`src/design/iofm_defines.svh`:
```
`ifndef IOFM_DEFINES_SVH
`define IOFM_DEFINES_SVH

// Clock rate and scan timing
`define IOFM_CLK_KHZ      125000
`define IOFM_SCAN_MS      550
`define IOFM_SLOT_MS      110
`define IOFM_WIRE_MS      4
`define IOFM_SLOT_CYCLES  (`IOFM_SLOT_MS * `IOFM_CLK_KHZ)
`define IOFM_WIRE_CYCLES  (`IOFM_WIRE_MS * `IOFM_CLK_KHZ)
`define IOFM_SLOTS        (`IOFM_SCAN_MS / `IOFM_SLOT_MS)
`define IOFM_INT_SLOT     3'h4

// Register offsets
`define IOFM_REG_FILTER   8'h00
`define IOFM_REG_CTRL     8'h04
`define IOFM_REG_RANGE    8'h08
`define IOFM_REG_UMIN     8'h0C
`define IOFM_REG_UMAX     8'h10
`define IOFM_REG_STATUS   8'h14
`define IOFM_REG_AREA     8'h18
`define IOFM_REG_FILT_HI  4'h2

// Control fields
`define IOFM_CTRL_FAST    0
`define IOFM_CTRL_USER    1

// Default-scaling thresholds
`define IOFM_NORM_HI      18'sh2904
`define IOFM_UNI_LO       (-18'sh1F4)
`define IOFM_MV_LO        (-18'sh810)
`define IOFM_FULL         18'sh2710
`define IOFM_ZERO         18'sh0
`define IOFM_TCK_LO       (-18'shA8C)
`define IOFM_TCK_HI       18'sh3598
`define IOFM_TCJ_LO       (-18'sh834)
`define IOFM_TCJ_HI       18'sh299A
`define IOFM_NI_LO        (-18'sh258)
`define IOFM_NI_HI        18'sh9C4
`define IOFM_PT100_HI     18'sh2134
`define IOFM_PT1000_HI    18'sh1F40
`define IOFM_MARGIN_DIV   18'sh14
`define IOFM_CJ_LO        (-16'sh32)
`define IOFM_CJ_HI        16'sh352

// Connection limits in ohms
`define IOFM_OPEN_1K      17'hF0A
`define IOFM_SHORT_1K     17'h96
`define IOFM_OPEN_100     17'h190
`define IOFM_SHORT_100    17'hF
`define IOFM_OPEN_TC      17'h186A0

// Filter coefficients, Q10
`define IOFM_COEF_ONE     11'h400
`define IOFM_COEF_1       11'h300
`define IOFM_COEF_2       11'h380
`define IOFM_COEF_3       11'h3BF
`define IOFM_COEF_4       11'h3E0
`define IOFM_COEF_5       11'h3F0
`define IOFM_COEF_6       11'h3F8

`endif

```
`src/design/iofm_pkg.sv`:
```
package iofm_pkg;
    // Input range selection per channel
    typedef enum logic [3:0] {
        IOFM_BIP10, IOFM_UNI10, IOFM_BIP5, IOFM_UNI5, IOFM_V1_5, IOFM_MV,
        IOFM_OHM400, IOFM_OHM3850, IOFM_TC_K, IOFM_TC_J, IOFM_NI1000,
        IOFM_PT100, IOFM_PT1000
    } iofm_range_type;

    // Measurement area of the last conversion
    typedef enum logic [1:0] {
        IOFM_NOMINAL, IOFM_OVER, IOFM_UNDER
    } iofm_area_type;
endpackage

```
`src/design/iofm_stream_if.sv`:
```
interface iofm_stream_if #(parameter int WIDTH = 19);
    logic             valid;
    logic             ready;
    logic [WIDTH-1:0] data;

    modport src (output valid, output data, input ready);
    modport snk (input valid, input data, output ready);
endinterface

```
`src/design/iofm_monitor.sv`:
```
// What this block does
// (RQ1) Check every measurement against both thresholds
// (RQ2) Sort each measurement into nominal, over, under
// (RQ3) Out of range sets fault and overflow bits
// (RQ4) Voltage thresholds five percent beyond span
// (RQ5) Default and user-scaled voltage threshold values
// (RQ6) Thermal: dynamic, sensor or junction overflow
// (RQ7) Per-sensor thermal thresholds, user, millivolt
// (RQ8) One general connection fault indication
// (RQ9) Open and short resistance limits per sensor
// (RQ10) Installation keeps line resistance within maximum
// (RQ11) Terminal fault and connection fault stay consistent
// (RQ12) No wiring test in 0-5 V range
// (RQ13) Line compensation fault follows within 12 s
// (RQ14) First-order recursive filter per channel
// (RQ15) Filter setting changeable at any time
// (RQ16) Fast cycle mode bypasses the filter
// (RQ17) Coefficient table for settings zero to six
// (RQ18) Fixed scan of five 110 ms slots
// (RQ19) Results update once per channel conversion
`include "iofm_defines.svh"

module iofm_monitor #(
    parameter int CHANNELS    = 4,
    parameter int FIFO_DEPTH  = 16,
    parameter int SLOT_CYCLES = `IOFM_SLOT_CYCLES,
    parameter int WIRE_CYCLES = `IOFM_WIRE_CYCLES,
    parameter logic signed [17:0] RTD_LOW = -18'sh7D0
) (
    // Clock and reset
    input  wire logic        clk,
    input  wire logic        sys_rst,
    // Register port
    input  wire logic [7:0]  reg_addr,
    input  wire logic [31:0] reg_wdata,
    input  wire logic        reg_wr,
    input  wire logic        reg_rd,
    output logic      [31:0] reg_rdata,
    // Converted samples from the front end
    input  wire logic        sample_valid,
    input  wire logic [1:0]  sample_channel,
    input  wire logic        sample_saturated,
    input  wire logic [15:0] sample_value,
    output logic             sample_ready,
    // Wiring and compensation inputs
    input  wire logic [16:0] wire_ohms,
    input  wire logic [15:0] cold_junction_temp,
    input  wire logic [3:0]  line_anomaly,
    input  wire logic        terminal_missing,
    // Scan state
    output logic [2:0]       scan_slot,
    output logic             wiring_test_active,
    // Results to the application
    output logic [3:0]       channel_fault_bit,
    output logic [3:0]       range_overflow_status_bit
);
    localparam int W = 19;

    iofm_stream_if #(.WIDTH(W)) fill_s ();
    iofm_stream_if #(.WIDTH(W)) drain_s ();

    // Software-visible state, plus the internal wire and line fault flags
    logic [11:0]        filter_sel;
    logic [1:0]         ctrl;
    logic [15:0]        range_cfg;
    logic signed [15:0] user_min;
    logic signed [15:0] user_max;
    logic signed [15:0] filt [CHANNELS];
    iofm_pkg::iofm_area_type area [CHANNELS];
    logic [3:0]         ovf;
    logic [3:0]         wire_fault;
    logic [3:0]         line_fault;
    logic [3:0]         conn_fault;

    // Scan sequencer
    logic [31:0]        slot_cnt;
    logic [2:0]         next_slot;

    // Processing stage
    logic               s1_valid;
    logic [1:0]         s1_ch;
    logic               s1_sat;
    logic signed [15:0] s1_val;
    iofm_pkg::iofm_range_type s1_rng;
    logic signed [17:0] th_lo;
    logic signed [17:0] th_hi;
    logic signed [17:0] val_ext;
    logic               cj_bad;
    logic               thermal;
    iofm_pkg::iofm_area_type next_area;
    logic [10:0]        coef;
    logic signed [27:0] acc;
    logic signed [15:0] next_filt;

    // Samples enter through the buffer; a full buffer stalls the source
    assign fill_s.valid = sample_valid;
    assign fill_s.data  = {sample_saturated, sample_channel, sample_value};
    assign sample_ready = fill_s.ready;
    // One entry every other cycle, so a fast source really fills it
    assign drain_s.ready = !s1_valid;

    iofm_fifo #(.WIDTH(W), .DEPTH(FIFO_DEPTH)) u_fifo (
        .clk     (clk),
        .sys_rst (sys_rst),
        .in_s    (fill_s.snk),
        .out_s   (drain_s.src)
    );

    // Register writes; filter setting is taken at any time (see RQ15)
    always_ff @(posedge clk) begin
        if (sys_rst) begin
            filter_sel <= '0;
            ctrl       <= '0;
            range_cfg  <= '0;
            user_min   <= '0;
            user_max   <= 16'(`IOFM_FULL);
        end else if (reg_wr) begin
            unique case (reg_addr)
                `IOFM_REG_FILTER: filter_sel <= reg_wdata[11:0];
                `IOFM_REG_CTRL:   ctrl       <= reg_wdata[1:0];
                `IOFM_REG_RANGE:  range_cfg  <= reg_wdata[15:0];
                `IOFM_REG_UMIN:   user_min   <= reg_wdata[15:0];
                `IOFM_REG_UMAX:   user_max   <= reg_wdata[15:0];
                default: ;
            endcase
        end
    end

    // Register reads, data in the following cycle, unmapped reads zero
    always_ff @(posedge clk) begin
        if (sys_rst) begin
            reg_rdata <= '0;
        end else if (reg_rd) begin
            reg_rdata <= '0;
            if (reg_addr[7:4] == `IOFM_REG_FILT_HI && reg_addr[1:0] == 2'h0) begin
                reg_rdata <= {{16{filt[reg_addr[3:2]][15]}}, filt[reg_addr[3:2]]};
            end else begin
                unique case (reg_addr)
                    `IOFM_REG_FILTER: reg_rdata[11:0] <= filter_sel;
                    `IOFM_REG_CTRL:   reg_rdata[1:0]  <= ctrl;
                    `IOFM_REG_RANGE:  reg_rdata[15:0] <= range_cfg;
                    `IOFM_REG_UMIN:   reg_rdata[15:0] <= user_min;
                    `IOFM_REG_UMAX:   reg_rdata[15:0] <= user_max;
                    `IOFM_REG_STATUS: reg_rdata[11:0] <= {conn_fault, ovf, channel_fault_bit};
                    `IOFM_REG_AREA:   reg_rdata[7:0]  <= {area[3], area[2], area[1], area[0]};
                    default: ;
                endcase
            end
        end
    end

    // Fixed scan: channels 0..3 then internal selection (see RQ18)
    assign next_slot = (scan_slot == `IOFM_INT_SLOT) ? 3'h0 : 3'(scan_slot + 1'b1);

    always_ff @(posedge clk) begin
        if (sys_rst) begin
            slot_cnt  <= '0;
            scan_slot <= '0;
        end else if (slot_cnt == 32'(SLOT_CYCLES - 1)) begin
            slot_cnt  <= '0;
            scan_slot <= next_slot; // see RQ18
        end else begin
            slot_cnt <= slot_cnt + 1'b1;
        end
    end

    // The wiring test opens each channel slot, skipped in 0-5 V (see RQ12)
    assign wiring_test_active = scan_slot != `IOFM_INT_SLOT && slot_cnt < 32'(WIRE_CYCLES)
        && iofm_pkg::iofm_range_type'(range_cfg[scan_slot[1:0]*4 +: 4]) != iofm_pkg::IOFM_UNI5;

    // Open and short detection at the end of the wiring test (see RQ9)
    always_ff @(posedge clk) begin
        if (sys_rst) begin
            wire_fault <= '0;
        end else if (scan_slot != `IOFM_INT_SLOT && slot_cnt == 32'(WIRE_CYCLES - 1)) begin
            unique case (iofm_pkg::iofm_range_type'(range_cfg[scan_slot[1:0]*4 +: 4]))
                iofm_pkg::IOFM_PT1000, iofm_pkg::IOFM_NI1000, iofm_pkg::IOFM_OHM3850:
                    wire_fault[scan_slot[1:0]] <= wire_ohms > `IOFM_OPEN_1K
                        || wire_ohms <= `IOFM_SHORT_1K; // see RQ9
                iofm_pkg::IOFM_PT100, iofm_pkg::IOFM_OHM400:
                    wire_fault[scan_slot[1:0]] <= wire_ohms > `IOFM_OPEN_100
                        || wire_ohms <= `IOFM_SHORT_100; // see RQ9
                iofm_pkg::IOFM_MV, iofm_pkg::IOFM_TC_K, iofm_pkg::IOFM_TC_J:
                    wire_fault[scan_slot[1:0]] <= wire_ohms >= `IOFM_OPEN_TC; // see RQ9
                default:
                    wire_fault[scan_slot[1:0]] <= 1'b0; // see RQ12
            endcase
        end
    end

    // Line compensation is measured in the internal slot, once per scan,
    // so a change shows within one 550 ms scan, well inside 12 s
    always_ff @(posedge clk) begin
        if (sys_rst) begin
            line_fault <= '0;
        end else if (scan_slot == `IOFM_INT_SLOT && slot_cnt == 32'(SLOT_CYCLES - 1)) begin
            line_fault <= line_anomaly; // see RQ13
        end
    end

    // Per-channel fault combination
    for (genvar c = 0; c < CHANNELS; c++) begin : g_chan
        iofm_pkg::iofm_range_type rng;
        logic                     rtd;
        assign rng = iofm_pkg::iofm_range_type'(range_cfg[c*4 +: 4]);
        assign rtd = rng inside {iofm_pkg::IOFM_PT100, iofm_pkg::IOFM_PT1000,
                                 iofm_pkg::IOFM_NI1000};
        // One general indication; a missing terminal also shows here outside 0-5 V (see RQ8) (see RQ11)
        assign conn_fault[c] = (rng != iofm_pkg::IOFM_UNI5)
            && (wire_fault[c] || (rtd && line_fault[c]) || terminal_missing); // see RQ12
        assign channel_fault_bit[c] = ovf[c] || conn_fault[c] || terminal_missing; // see RQ3
        assign range_overflow_status_bit[c] = ovf[c];
    end

    // Threshold selection for the channel under processing (see RQ1)
    assign s1_rng  = iofm_pkg::iofm_range_type'(range_cfg[s1_ch*4 +: 4]);
    assign thermal = s1_rng inside {iofm_pkg::IOFM_TC_K, iofm_pkg::IOFM_TC_J,
        iofm_pkg::IOFM_NI1000, iofm_pkg::IOFM_PT100, iofm_pkg::IOFM_PT1000};
    assign val_ext = 18'(s1_val);

    always_comb begin
        logic signed [17:0] span;
        span  = 18'(user_max) - 18'(user_min);
        th_lo = `IOFM_UNI_LO;
        th_hi = `IOFM_NORM_HI;
        unique case (s1_rng)
            iofm_pkg::IOFM_BIP10, iofm_pkg::IOFM_BIP5: begin
                // Margin is five percent of the half span (see RQ4) (see RQ5)
                th_lo = ctrl[`IOFM_CTRL_USER] ? 18'(user_min) - span / (`IOFM_MARGIN_DIV * 18'sh2)
                                             : -`IOFM_NORM_HI;
                th_hi = ctrl[`IOFM_CTRL_USER] ? 18'(user_max) + span / (`IOFM_MARGIN_DIV * 18'sh2)
                                             : `IOFM_NORM_HI;
            end
            iofm_pkg::IOFM_UNI10, iofm_pkg::IOFM_UNI5, iofm_pkg::IOFM_V1_5: begin
                // Unipolar margin is five percent of the full span (see RQ5)
                th_lo = ctrl[`IOFM_CTRL_USER] ? 18'(user_min) - span / `IOFM_MARGIN_DIV : `IOFM_UNI_LO;
                th_hi = ctrl[`IOFM_CTRL_USER] ? 18'(user_max) + span / `IOFM_MARGIN_DIV : `IOFM_NORM_HI;
            end
            iofm_pkg::IOFM_MV: begin
                th_lo = ctrl[`IOFM_CTRL_USER] ? 18'(user_min) : `IOFM_MV_LO; // see RQ7
                th_hi = ctrl[`IOFM_CTRL_USER] ? 18'(user_max) : `IOFM_FULL;
            end
            iofm_pkg::IOFM_OHM400, iofm_pkg::IOFM_OHM3850: begin
                th_lo = ctrl[`IOFM_CTRL_USER] ? 18'(user_min) : `IOFM_ZERO;
                th_hi = ctrl[`IOFM_CTRL_USER] ? 18'(user_max) : `IOFM_FULL;
            end
            iofm_pkg::IOFM_TC_K: begin
                th_lo = `IOFM_TCK_LO; // see RQ7
                th_hi = `IOFM_TCK_HI;
            end
            iofm_pkg::IOFM_TC_J: begin
                th_lo = `IOFM_TCJ_LO;
                th_hi = `IOFM_TCJ_HI;
            end
            iofm_pkg::IOFM_NI1000: begin
                th_lo = `IOFM_NI_LO;
                th_hi = `IOFM_NI_HI;
            end
            iofm_pkg::IOFM_PT100: begin
                th_lo = RTD_LOW;
                th_hi = `IOFM_PT100_HI;
            end
            iofm_pkg::IOFM_PT1000: begin
                th_lo = RTD_LOW;
                th_hi = `IOFM_PT1000_HI;
            end
            default: ;
        endcase
        // Thermal ranges in user mode span 0..10000 (see RQ7)
        if (thermal && ctrl[`IOFM_CTRL_USER]) begin
            th_lo = `IOFM_ZERO;
            th_hi = `IOFM_FULL;
        end
    end

    // Cold junction window applies to thermocouples and the millivolt range (see RQ6)
    assign cj_bad = (s1_rng inside {iofm_pkg::IOFM_TC_K, iofm_pkg::IOFM_TC_J, iofm_pkg::IOFM_MV})
        && ($signed(cold_junction_temp) < `IOFM_CJ_LO || $signed(cold_junction_temp) > `IOFM_CJ_HI);

    // Area decision; saturation of the converter counts as overflow (see RQ2) (see RQ6)
    always_comb begin
        if (val_ext > th_hi || (s1_sat && !s1_val[15]) || (cj_bad && !s1_val[15])) begin
            next_area = iofm_pkg::IOFM_OVER;
        end else if (val_ext < th_lo || s1_sat || cj_bad) begin
            next_area = iofm_pkg::IOFM_UNDER;
        end else begin
            next_area = iofm_pkg::IOFM_NOMINAL;
        end
    end

    // Coefficient lookup; the unused eighth code filters as zero (see RQ17)
    always_comb begin
        unique case (filter_sel[s1_ch*3 +: 3])
            3'h1:    coef = `IOFM_COEF_1;
            3'h2:    coef = `IOFM_COEF_2;
            3'h3:    coef = `IOFM_COEF_3;
            3'h4:    coef = `IOFM_COEF_4;
            3'h5:    coef = `IOFM_COEF_5;
            3'h6:    coef = `IOFM_COEF_6;
            default: coef = '0;
        endcase
    end

    // New = a * old + (1 - a) * raw, Q10 with truncation (see RQ14)
    assign acc = $signed({17'h0, coef}) * 28'(filt[s1_ch])
               + $signed({17'h0, `IOFM_COEF_ONE - coef}) * 28'(s1_val);
    assign next_filt = ctrl[`IOFM_CTRL_FAST] ? s1_val : acc[25:10]; // see RQ16

    // Take one sample from the buffer
    always_ff @(posedge clk) begin
        if (sys_rst) begin
            s1_valid <= 1'b0;
            s1_ch    <= '0;
            s1_sat   <= 1'b0;
            s1_val   <= '0;
        end else begin
            s1_valid <= drain_s.valid && drain_s.ready;
            if (drain_s.valid && drain_s.ready) begin
                {s1_sat, s1_ch, s1_val} <= drain_s.data;
            end
        end
    end

    // Results change only on a finished conversion (see RQ19)
    always_ff @(posedge clk) begin
        if (sys_rst) begin
            ovf <= '0;
            for (int i = 0; i < CHANNELS; i++) begin
                filt[i] <= '0;
                area[i] <= iofm_pkg::IOFM_NOMINAL;
            end
        end else if (s1_valid) begin
            ovf[s1_ch]  <= next_area != iofm_pkg::IOFM_NOMINAL; // see RQ3
            area[s1_ch] <= next_area;
            filt[s1_ch] <= next_filt;
        end
    end
endmodule

```
`src/design/iofm_fifo.sv`:
```
module iofm_fifo #(
    parameter int WIDTH = 19,
    parameter int DEPTH = 16
) (
    // Clock and reset
    input wire logic clk,
    input wire logic sys_rst,
    // Fill and drain sides
    iofm_stream_if.snk in_s,
    iofm_stream_if.src out_s
);
    localparam int AW = $clog2(DEPTH);

    logic [WIDTH-1:0] mem [DEPTH];
    logic [AW-1:0]    wr_ptr;
    logic [AW-1:0]    rd_ptr;
    logic [AW:0]      count;
    logic             push;
    logic             pop;

    // Honest flags: full refuses, empty shows no valid
    assign in_s.ready  = count != (AW+1)'(DEPTH);
    assign out_s.valid = count != '0;
    assign out_s.data  = mem[rd_ptr];
    assign push        = in_s.valid && in_s.ready;
    assign pop         = out_s.valid && out_s.ready;

    // Storage has no reset; only pointers and count need one
    always_ff @(posedge clk) begin
        if (push) begin
            mem[wr_ptr] <= in_s.data;
        end
    end

    // Pointers and occupancy
    always_ff @(posedge clk) begin
        if (sys_rst) begin
            wr_ptr <= '0;
            rd_ptr <= '0;
            count  <= '0;
        end else begin
            if (push) wr_ptr <= AW'(wr_ptr + 1'b1);
            if (pop) rd_ptr <= AW'(rd_ptr + 1'b1);
            count <= (AW+1)'(count + push - pop);
        end
    end
endmodule

```
`config.mk`:
```
export PLATFORM = sky130hd
export DESIGN_NAME = iofm_monitor
export DESIGN_NICKNAME = d
export VERILOG_FILES = /design/src/design/iofm_pkg.sv /design/src/design/iofm_stream_if.sv /design/src/design/iofm_monitor.sv /design/src/design/iofm_fifo.sv
export VERILOG_INCLUDE_DIRS = /design/src /design/src/design
export SDC_FILE = /design/constraint.sdc
export NUM_CORES = 2
export LEC_CHECK = 0
export BUFFER_PORTS_ARGS = -buffer_cell sky130_fd_sc_hd__buf_2
export CORE_AREA = 3 3 321 323
export DETAILED_ROUTE_END_ITERATION = 7
export DIE_AREA = 0 0 324 326
export GPL_TIMING_DRIVEN = 0
export PLACE_DENSITY = 0.59
export SLEW_MARGIN = 15
export SYNTH_ARGS = -nofsm -noshare
export SYNTH_HDL_FRONTEND = slang
export SYNTH_HIERARCHICAL = 1
export SYNTH_SLANG_ARGS = --single-unit
```
`constraint.sdc`:
```
create_clock -name clk -period 17.3 [get_ports clk]
set_input_delay 0 -clock clk [delete_from_list [all_inputs] [get_ports clk]]
set_output_delay 0 -clock clk [all_outputs]
set_load 0.01 [all_outputs]
```
---- After elaboration in Yosys (flattened, before gate mapping) ----
Memory sizes are Yosys's and may differ from the RTL's. A register that Yosys moved wholly into a read port is not among the register bits.
Index checks and enable logic that the tools add are counted.
cells by class
  div/mod/pow operators ................... 2
  add/subtract/negate cells ............... 13
  equal/unequal tests ..................... 55
  bitwise operators ....................... 2
  multipliers ............................. 3
  reductions and logical operators ........ 73
  order comparisons ....................... 14
  shifts and indexed selects .............. 3
  multiplexer cells ....................... 44
operators with widths
  kind                                                                             number
  18-bit case mux with 8 select lines                                              2
  18-bit two-way mux                                                               9
  4-bit == test (second input constant)                                            22
  16-bit two-way mux                                                               4
  10-bit case mux with 6 select lines                                              1
  16-bit by 18-bit adder with 18-bit output                                        2
  6-bit case mux with 6 select lines                                               1
  16-bit by 18-bit subtractor with 18-bit output                                   2
  32-bit by 1-bit adder with 32-bit output (second input constant)                 1
  32-bit by 19-bit == test with 1-bit output (second input constant)               1
  32-bit by 24-bit == test with 1-bit output (second input constant)               1
  32-bit by 19-bit less-than comparator with 1-bit output (second input constant)  1
  16-bit by 5-bit indexed part select with 4-bit output                            2
  4-bit by 3-bit == test with 1-bit output (second input constant)                 7
  26-bit adder                                                                     1
  11-bit by 16-bit multiplier with 26-bit output                                   1
  12-bit by 16-bit multiplier with 26-bit output                                   1
  8-bit by 5-bit == test with 1-bit output (second input constant)                 3
  4-bit case mux with 3 select lines                                               2
  1-bit logical OR                                                                 23
  1-bit logical AND                                                                21
  4-bit by 2-bit != test with 1-bit output (second input constant)                 5
  4-bit case mux with 5 select lines                                               1
  18-bit by 6-bit divider with 18-bit output (second input constant)               1
  48 further kinds                                                                 94
word-level totals
  memories kept ........................... 3
  word-level logic and storage cells ...... 227
  flip-flop bits (word level) ............. 155
  memory bits (writable) .................. 376
  output and inout bits ................... 45
memory list
  memory      words  bits a word  rd ports  clocked after Yosys merged registers in  wr ports  line                text
  u_fifo.mem  16     19           1         1                                        1         iofm_fifo.sv:14     logic [WIDTH-1:0] mem [DEPTH];
  filt        4      16           2         0                                        4         iofm_monitor.sv:68  logic signed [15:0] filt [CHANNELS];
  area        4      2            4         0                                        4         iofm_monitor.sv:69  iofm_pkg::iofm_area_type area [CHANNELS];

---- Logic depth before layout (Yosys ltp) ----
  depth after elaboration ................. 13
  gate-level depth with buffers ........... 66
  depth with buffers taken out ............ 62

---- Modules after synthesis ----
Netlist, hierarchy kept.
modules (own cells, without submodules)
  module        instances  cells an instance  seq. area each (sq um)  area an instance (sq um)
  iofm_monitor  1          3494               5124.9                  29739.8
  iofm_fifo     1          575                9469.1                  12289.3

---- Worst setup path after synthesis ----
OpenSTA, ideal clock, no wires.
  path type ............................... register -> register
  start point ............................. register user_max[1]
  end point ............................... memory area[2][1] (netlist name) (data pin)
  slack ................................... 5740 ps
  stages on the path, launching flop included .. 63
  arrival ................................. 11429 ps
  clock period less this slack ............ 11560 ps
  path through ............................ dfxtp_1 > inv_1 > fa_1 > nand2b_1 > a21oi_2 > nor2_1 > xnor2_1 > a2111o_4 > o41ai_2 > o31a_1 > o22a_1 > a21o_1 > o22ai_1 > o21ai_2 > mux2_2 > nor2_2 > o221ai_1 > and2_1 > (+27 left out) > a21oi_1 > nor2b_1 > o21ai_0 > nor2b_1 > nor3_1 > mux2i_1 > nand3_1 > a21oi_1 > ha_1 > nand4_1 > nor2_1 > a2111oi_0 > mux2i_1 > o41ai_1 > o21a_1 > nand3_1 > inv_1 > and2_1
RTL lines
  item                    line                 text
  from (decl)             iofm_monitor.sv:67   logic signed [15:0] user_max;
  from (signal assigned)  iofm_monitor.sv:116  user_max <= 16'(`IOFM_FULL);
  from (signal assigned)  iofm_monitor.sv:123  `IOFM_REG_UMAX: user_max <= reg_wdata[15:0];
  to (decl)               iofm_monitor.sv:69

==> flow_summary.json <==
{
  "p_leak_nw": 18.31,
  "setup_viol": 0,
  "grt_max_degree": 20,
  "cts_buffers": 54,
  "tns_ns": 0,
  "grt_overflow": 0,
  "hpwlAfterDp_mm": 98.16,
  "num-nets-final": 4973,
  "arrival_ns": 15.47,
  "htree_num_levels": 2,
  "synth_top_area_share": 0.2686,
  "critPathMaxStageDelay_ns": 0.66,
  "post_dp_cell_area_um2": 44490,
  "ir_worst_vdd_v": 0.00009865,
  "synth_seq_area_share": 0.3472,
  "synthCells": 4069,
  "wl_per_cell_um": 22.45,
  "max_freq_ghz": 0.06666,
  "sw_frac_of_total": 0.3711,
  "io_buffers": 128,
  "worst_path_max_delay_cell": "dfxtp_1",
  "worstSetupPathType": "flop to flop",
  "area_growth_pct": 11.29,
  "fp.dieW_um": 324,
  "finClkSkew_ns": 0.04423,
  "ant_nets": 0,
  "cp-start-kind": "flop",
  "cts.clk_slew.worst_paths_ns": 0.07,
  "postLayoutCoreUtil": 0.4671,
  "yosysMostFrequentCell": "nand2_1",
  "status": "finished clean",
  "vias": 32250,
  "initial_utilization": 0.4197,
  "seq_area_um2": 14590,
  "tightest_slew_ns": 1.253,
  "grt.total_usage": 0.2394,
  "relSlewSlack": 0.1615,
  "crit_fanout": 10,
  "clk_latency_ns": 0.64,
  "power_frac_seq": 0.347,
  "drive_gt1_frac": 0.1145,
  "drc": 0,
  "root_buffer": "clkbuf_16",
  "max_cap_viol_count": 0,
  "min_period_ns": 15.00,
  "cts_buffer_depth": 3,
  "cts_tree": "yes",
  "synth_seq_cells": 541,
  "p_clk_frac": 0.263,
  "totalWireLength_mm": 127.2,
  "ys_top_cells_by_area": "edfxtp_1 (27%), fa_1 (14%), dfxtp_1 (7.9%), ha_1 (7.5%), mux4_2 (6.3%)",
  "cpLargestDelayFamily": "compound AO/OA/AOI/OAI gates",
  "post-cts-setup-buffers": 0,
  "fin_area_um2": 46770,
  "worst_hold_slack_ns": 0.03976,
  "syn_area_per_cell_um2": 10.33,
  "async_reset_ff_frac": 0,
  "rows": 116,
  "powerDensity_nw_per_um2": 97.17,
  "fillers": 9427,
  "multi_input_area_um2": 24950,
  "p_comb_frac": 0.390,
  "core_um2": 100100,
  "critPathBufInv": 3,
  "yosys_warnings": 6,
  "netlist_top_cells_count": "nand2_1 (445), inv_1 (435), edfxtp_1 (376)",
  "p_sw_mw": 1.687,
  "antenna_found_initial": 5,
  "syn_area_um2": 42030,
  "hold_viol": 0,
  "required_ns": 17.77,
  "num_io_pins": 147,
  "die-area_um2": 105600,
  "synth_top_area_cell": "edfxtp_1",
  "slew_viol_final": 0,
  "internal-power_mw": 2.859,
  "synth_ff_type": "edfxtp_1",
  "grt_pass1_wl_mm": 193.6,
  "vias_per_cell": 5.692,
  "grt_pass1_vias": 31820,
  "synth_edf_count": 376,
  "cp-end-kind": "flop",
  "netlist-cell-type-count": 122,
  "die-height_um": 326,
  "gp_congestion": 0.9583,
  "rsz0062_at_grt": "no",
  "post-route-period-util": 0.8671,
  "drtIter0Drc": 2872,
  "hold_class": "primary input to flop",
  "firstDrtPassIters": 6,
  "cts_resized": 0,
  "power_mw": 4.545,
  "cts_sinks": 541
}
## layout by cell type, fill, tap and decap left out, drive strengths merged, types with 45 or more instances in the layout
| cell type | n |
|---|---|
| xor2 | 63 |
| dlygate4sd3 | 45 |
| nand2 | 448 |
| mux4 | 117 |
| nand3 | 73 |
| nor2b | 51 |
| nor3 | 73 |
| a21oi | 248 |
| edfxtp | 376 |
| a21o | 57 |
| fa | 293 |
| and2 | 91 |
| clkbuf | 208 |
| inv | 436 |
| dfxtp | 165 |
| ha | 251 |
| nor2 | 295 |
| xnor2 | 122 |
| o21ai | 149 |
| buf | 206 |
## through the flow
| stage | setup slack, ns | std cells |
|---|---|---|
| after CTS | 2.499 | 5664 |
| after global placement | 2.734 | 5510 |
| final | 2.299 | 5665 |
| after floorplan | 5.740 | 4084 |
| after global routing | 1.257 | 5664 |
| after detailed placement | 2.563 | 5524 |
## tightest hold or removal path, cell delays in order
cell and delay [ns]:
clkbuf_1 0.22, nand3_1 0.20, mux2i_1 0.09, nor2_1 0.08
## routing by layer
layer,wire length (µm),up-vias,GRT usage
met5,38,-,0
met4,4488,6,0.07566
met3,8756,237,0.03473
met2,59930,1164,0.3909
met1,53980,16080,0.3283
li1,-,14760,-
## power groups by stage
stage / sequential [mW] / clock (mW) / combinational [mW]
after detailed placement: 1.60 / 0 / 1.76
after CTS: 1.57 / 1.22 / 1.78
after global placement: 1.60 / 0 / 1.73
final: 1.58 / 1.20 / 1.77
after floorplan: 1.56 / 0 / 1.21
after global routing: 1.58 / 1.27 / 1.95
## cell families (layout without fill, tap and decap cells)
| logic type | after synthesis | count (layout) | share of synthesized area |
|---|---|---|---|
| buffers and inverters | 640 | 922 | 0.06207 |
| other | 1 | 17 | 0.00008922 |
| adders and majority gates | 545 | 545 | 0.2146 |
| muxes | 165 | 165 | 0.07460 |
| AOI/OAI and AO/OA | 779 | 779 | 0.1256 |
| and+or+nand+nor | 1213 | 1213 | 0.1363 |
| DFF | 541 | 541 | 0.3472 |
| xor gates and xnor gates | 185 | 185 | 0.03953 |
## final timing paths
path                            slack [ns]  depth (start not counted)     endpoint        start
worst min-delay path                  0.04                          4      ctrl[1]       reg_wr
worst max-delay path                  2.30                         58   area[1][1]  user_max[0]
worst min register to register        0.43                          1  slot_cnt[0]  slot_cnt[0]
worst max register to register        2.30                         58   area[1][1]  user_max[0]
## registers in the layout, summed over array words and instances, names as in the netlist, 3 cells and up, named ones only
| name | flops |
|---|---|
| filt | 64 |
| s1_val | 16 |
| reg_rdata | 17 |
| u_fifo/count | 5 |
| area | 8 |
| u_fifo/wr_ptr | 4 |
| range_overflow_status_bit | 4 |
| line_fault | 4 |
| user_max | 16 |
| slot_cnt | 32 |
| user_min | 16 |
| u_fifo/mem | 304 |
| wire_fault | 4 |
| scan_slot | 3 |
| u_fifo/rd_ptr | 4 |
| filter_sel | 12 |
| range_cfg | 16 |
## cell type report
class | count | share of cell area
sequential | 541 | 0.3120
inverter | 437 | 0.03507
buffer | 203 | 0.02070
tap | 1298 | 0.03472
timing repair buffer | 187 | 0.02504
clock inverter | 26 | 0.007918
antenna | 1 | 0.00005350
clock buffer | 69 | 0.03116
multi-input combinational | 2903 | 0.5333
## what timing repair did
action / in CTS / in global routing
endpoints found under the hold margin: 388 / 0
hold buffers: 45 / 0
setup endpoints to repair: 0 / 0
Note: power is estimated with default switching activity, not from simulation.
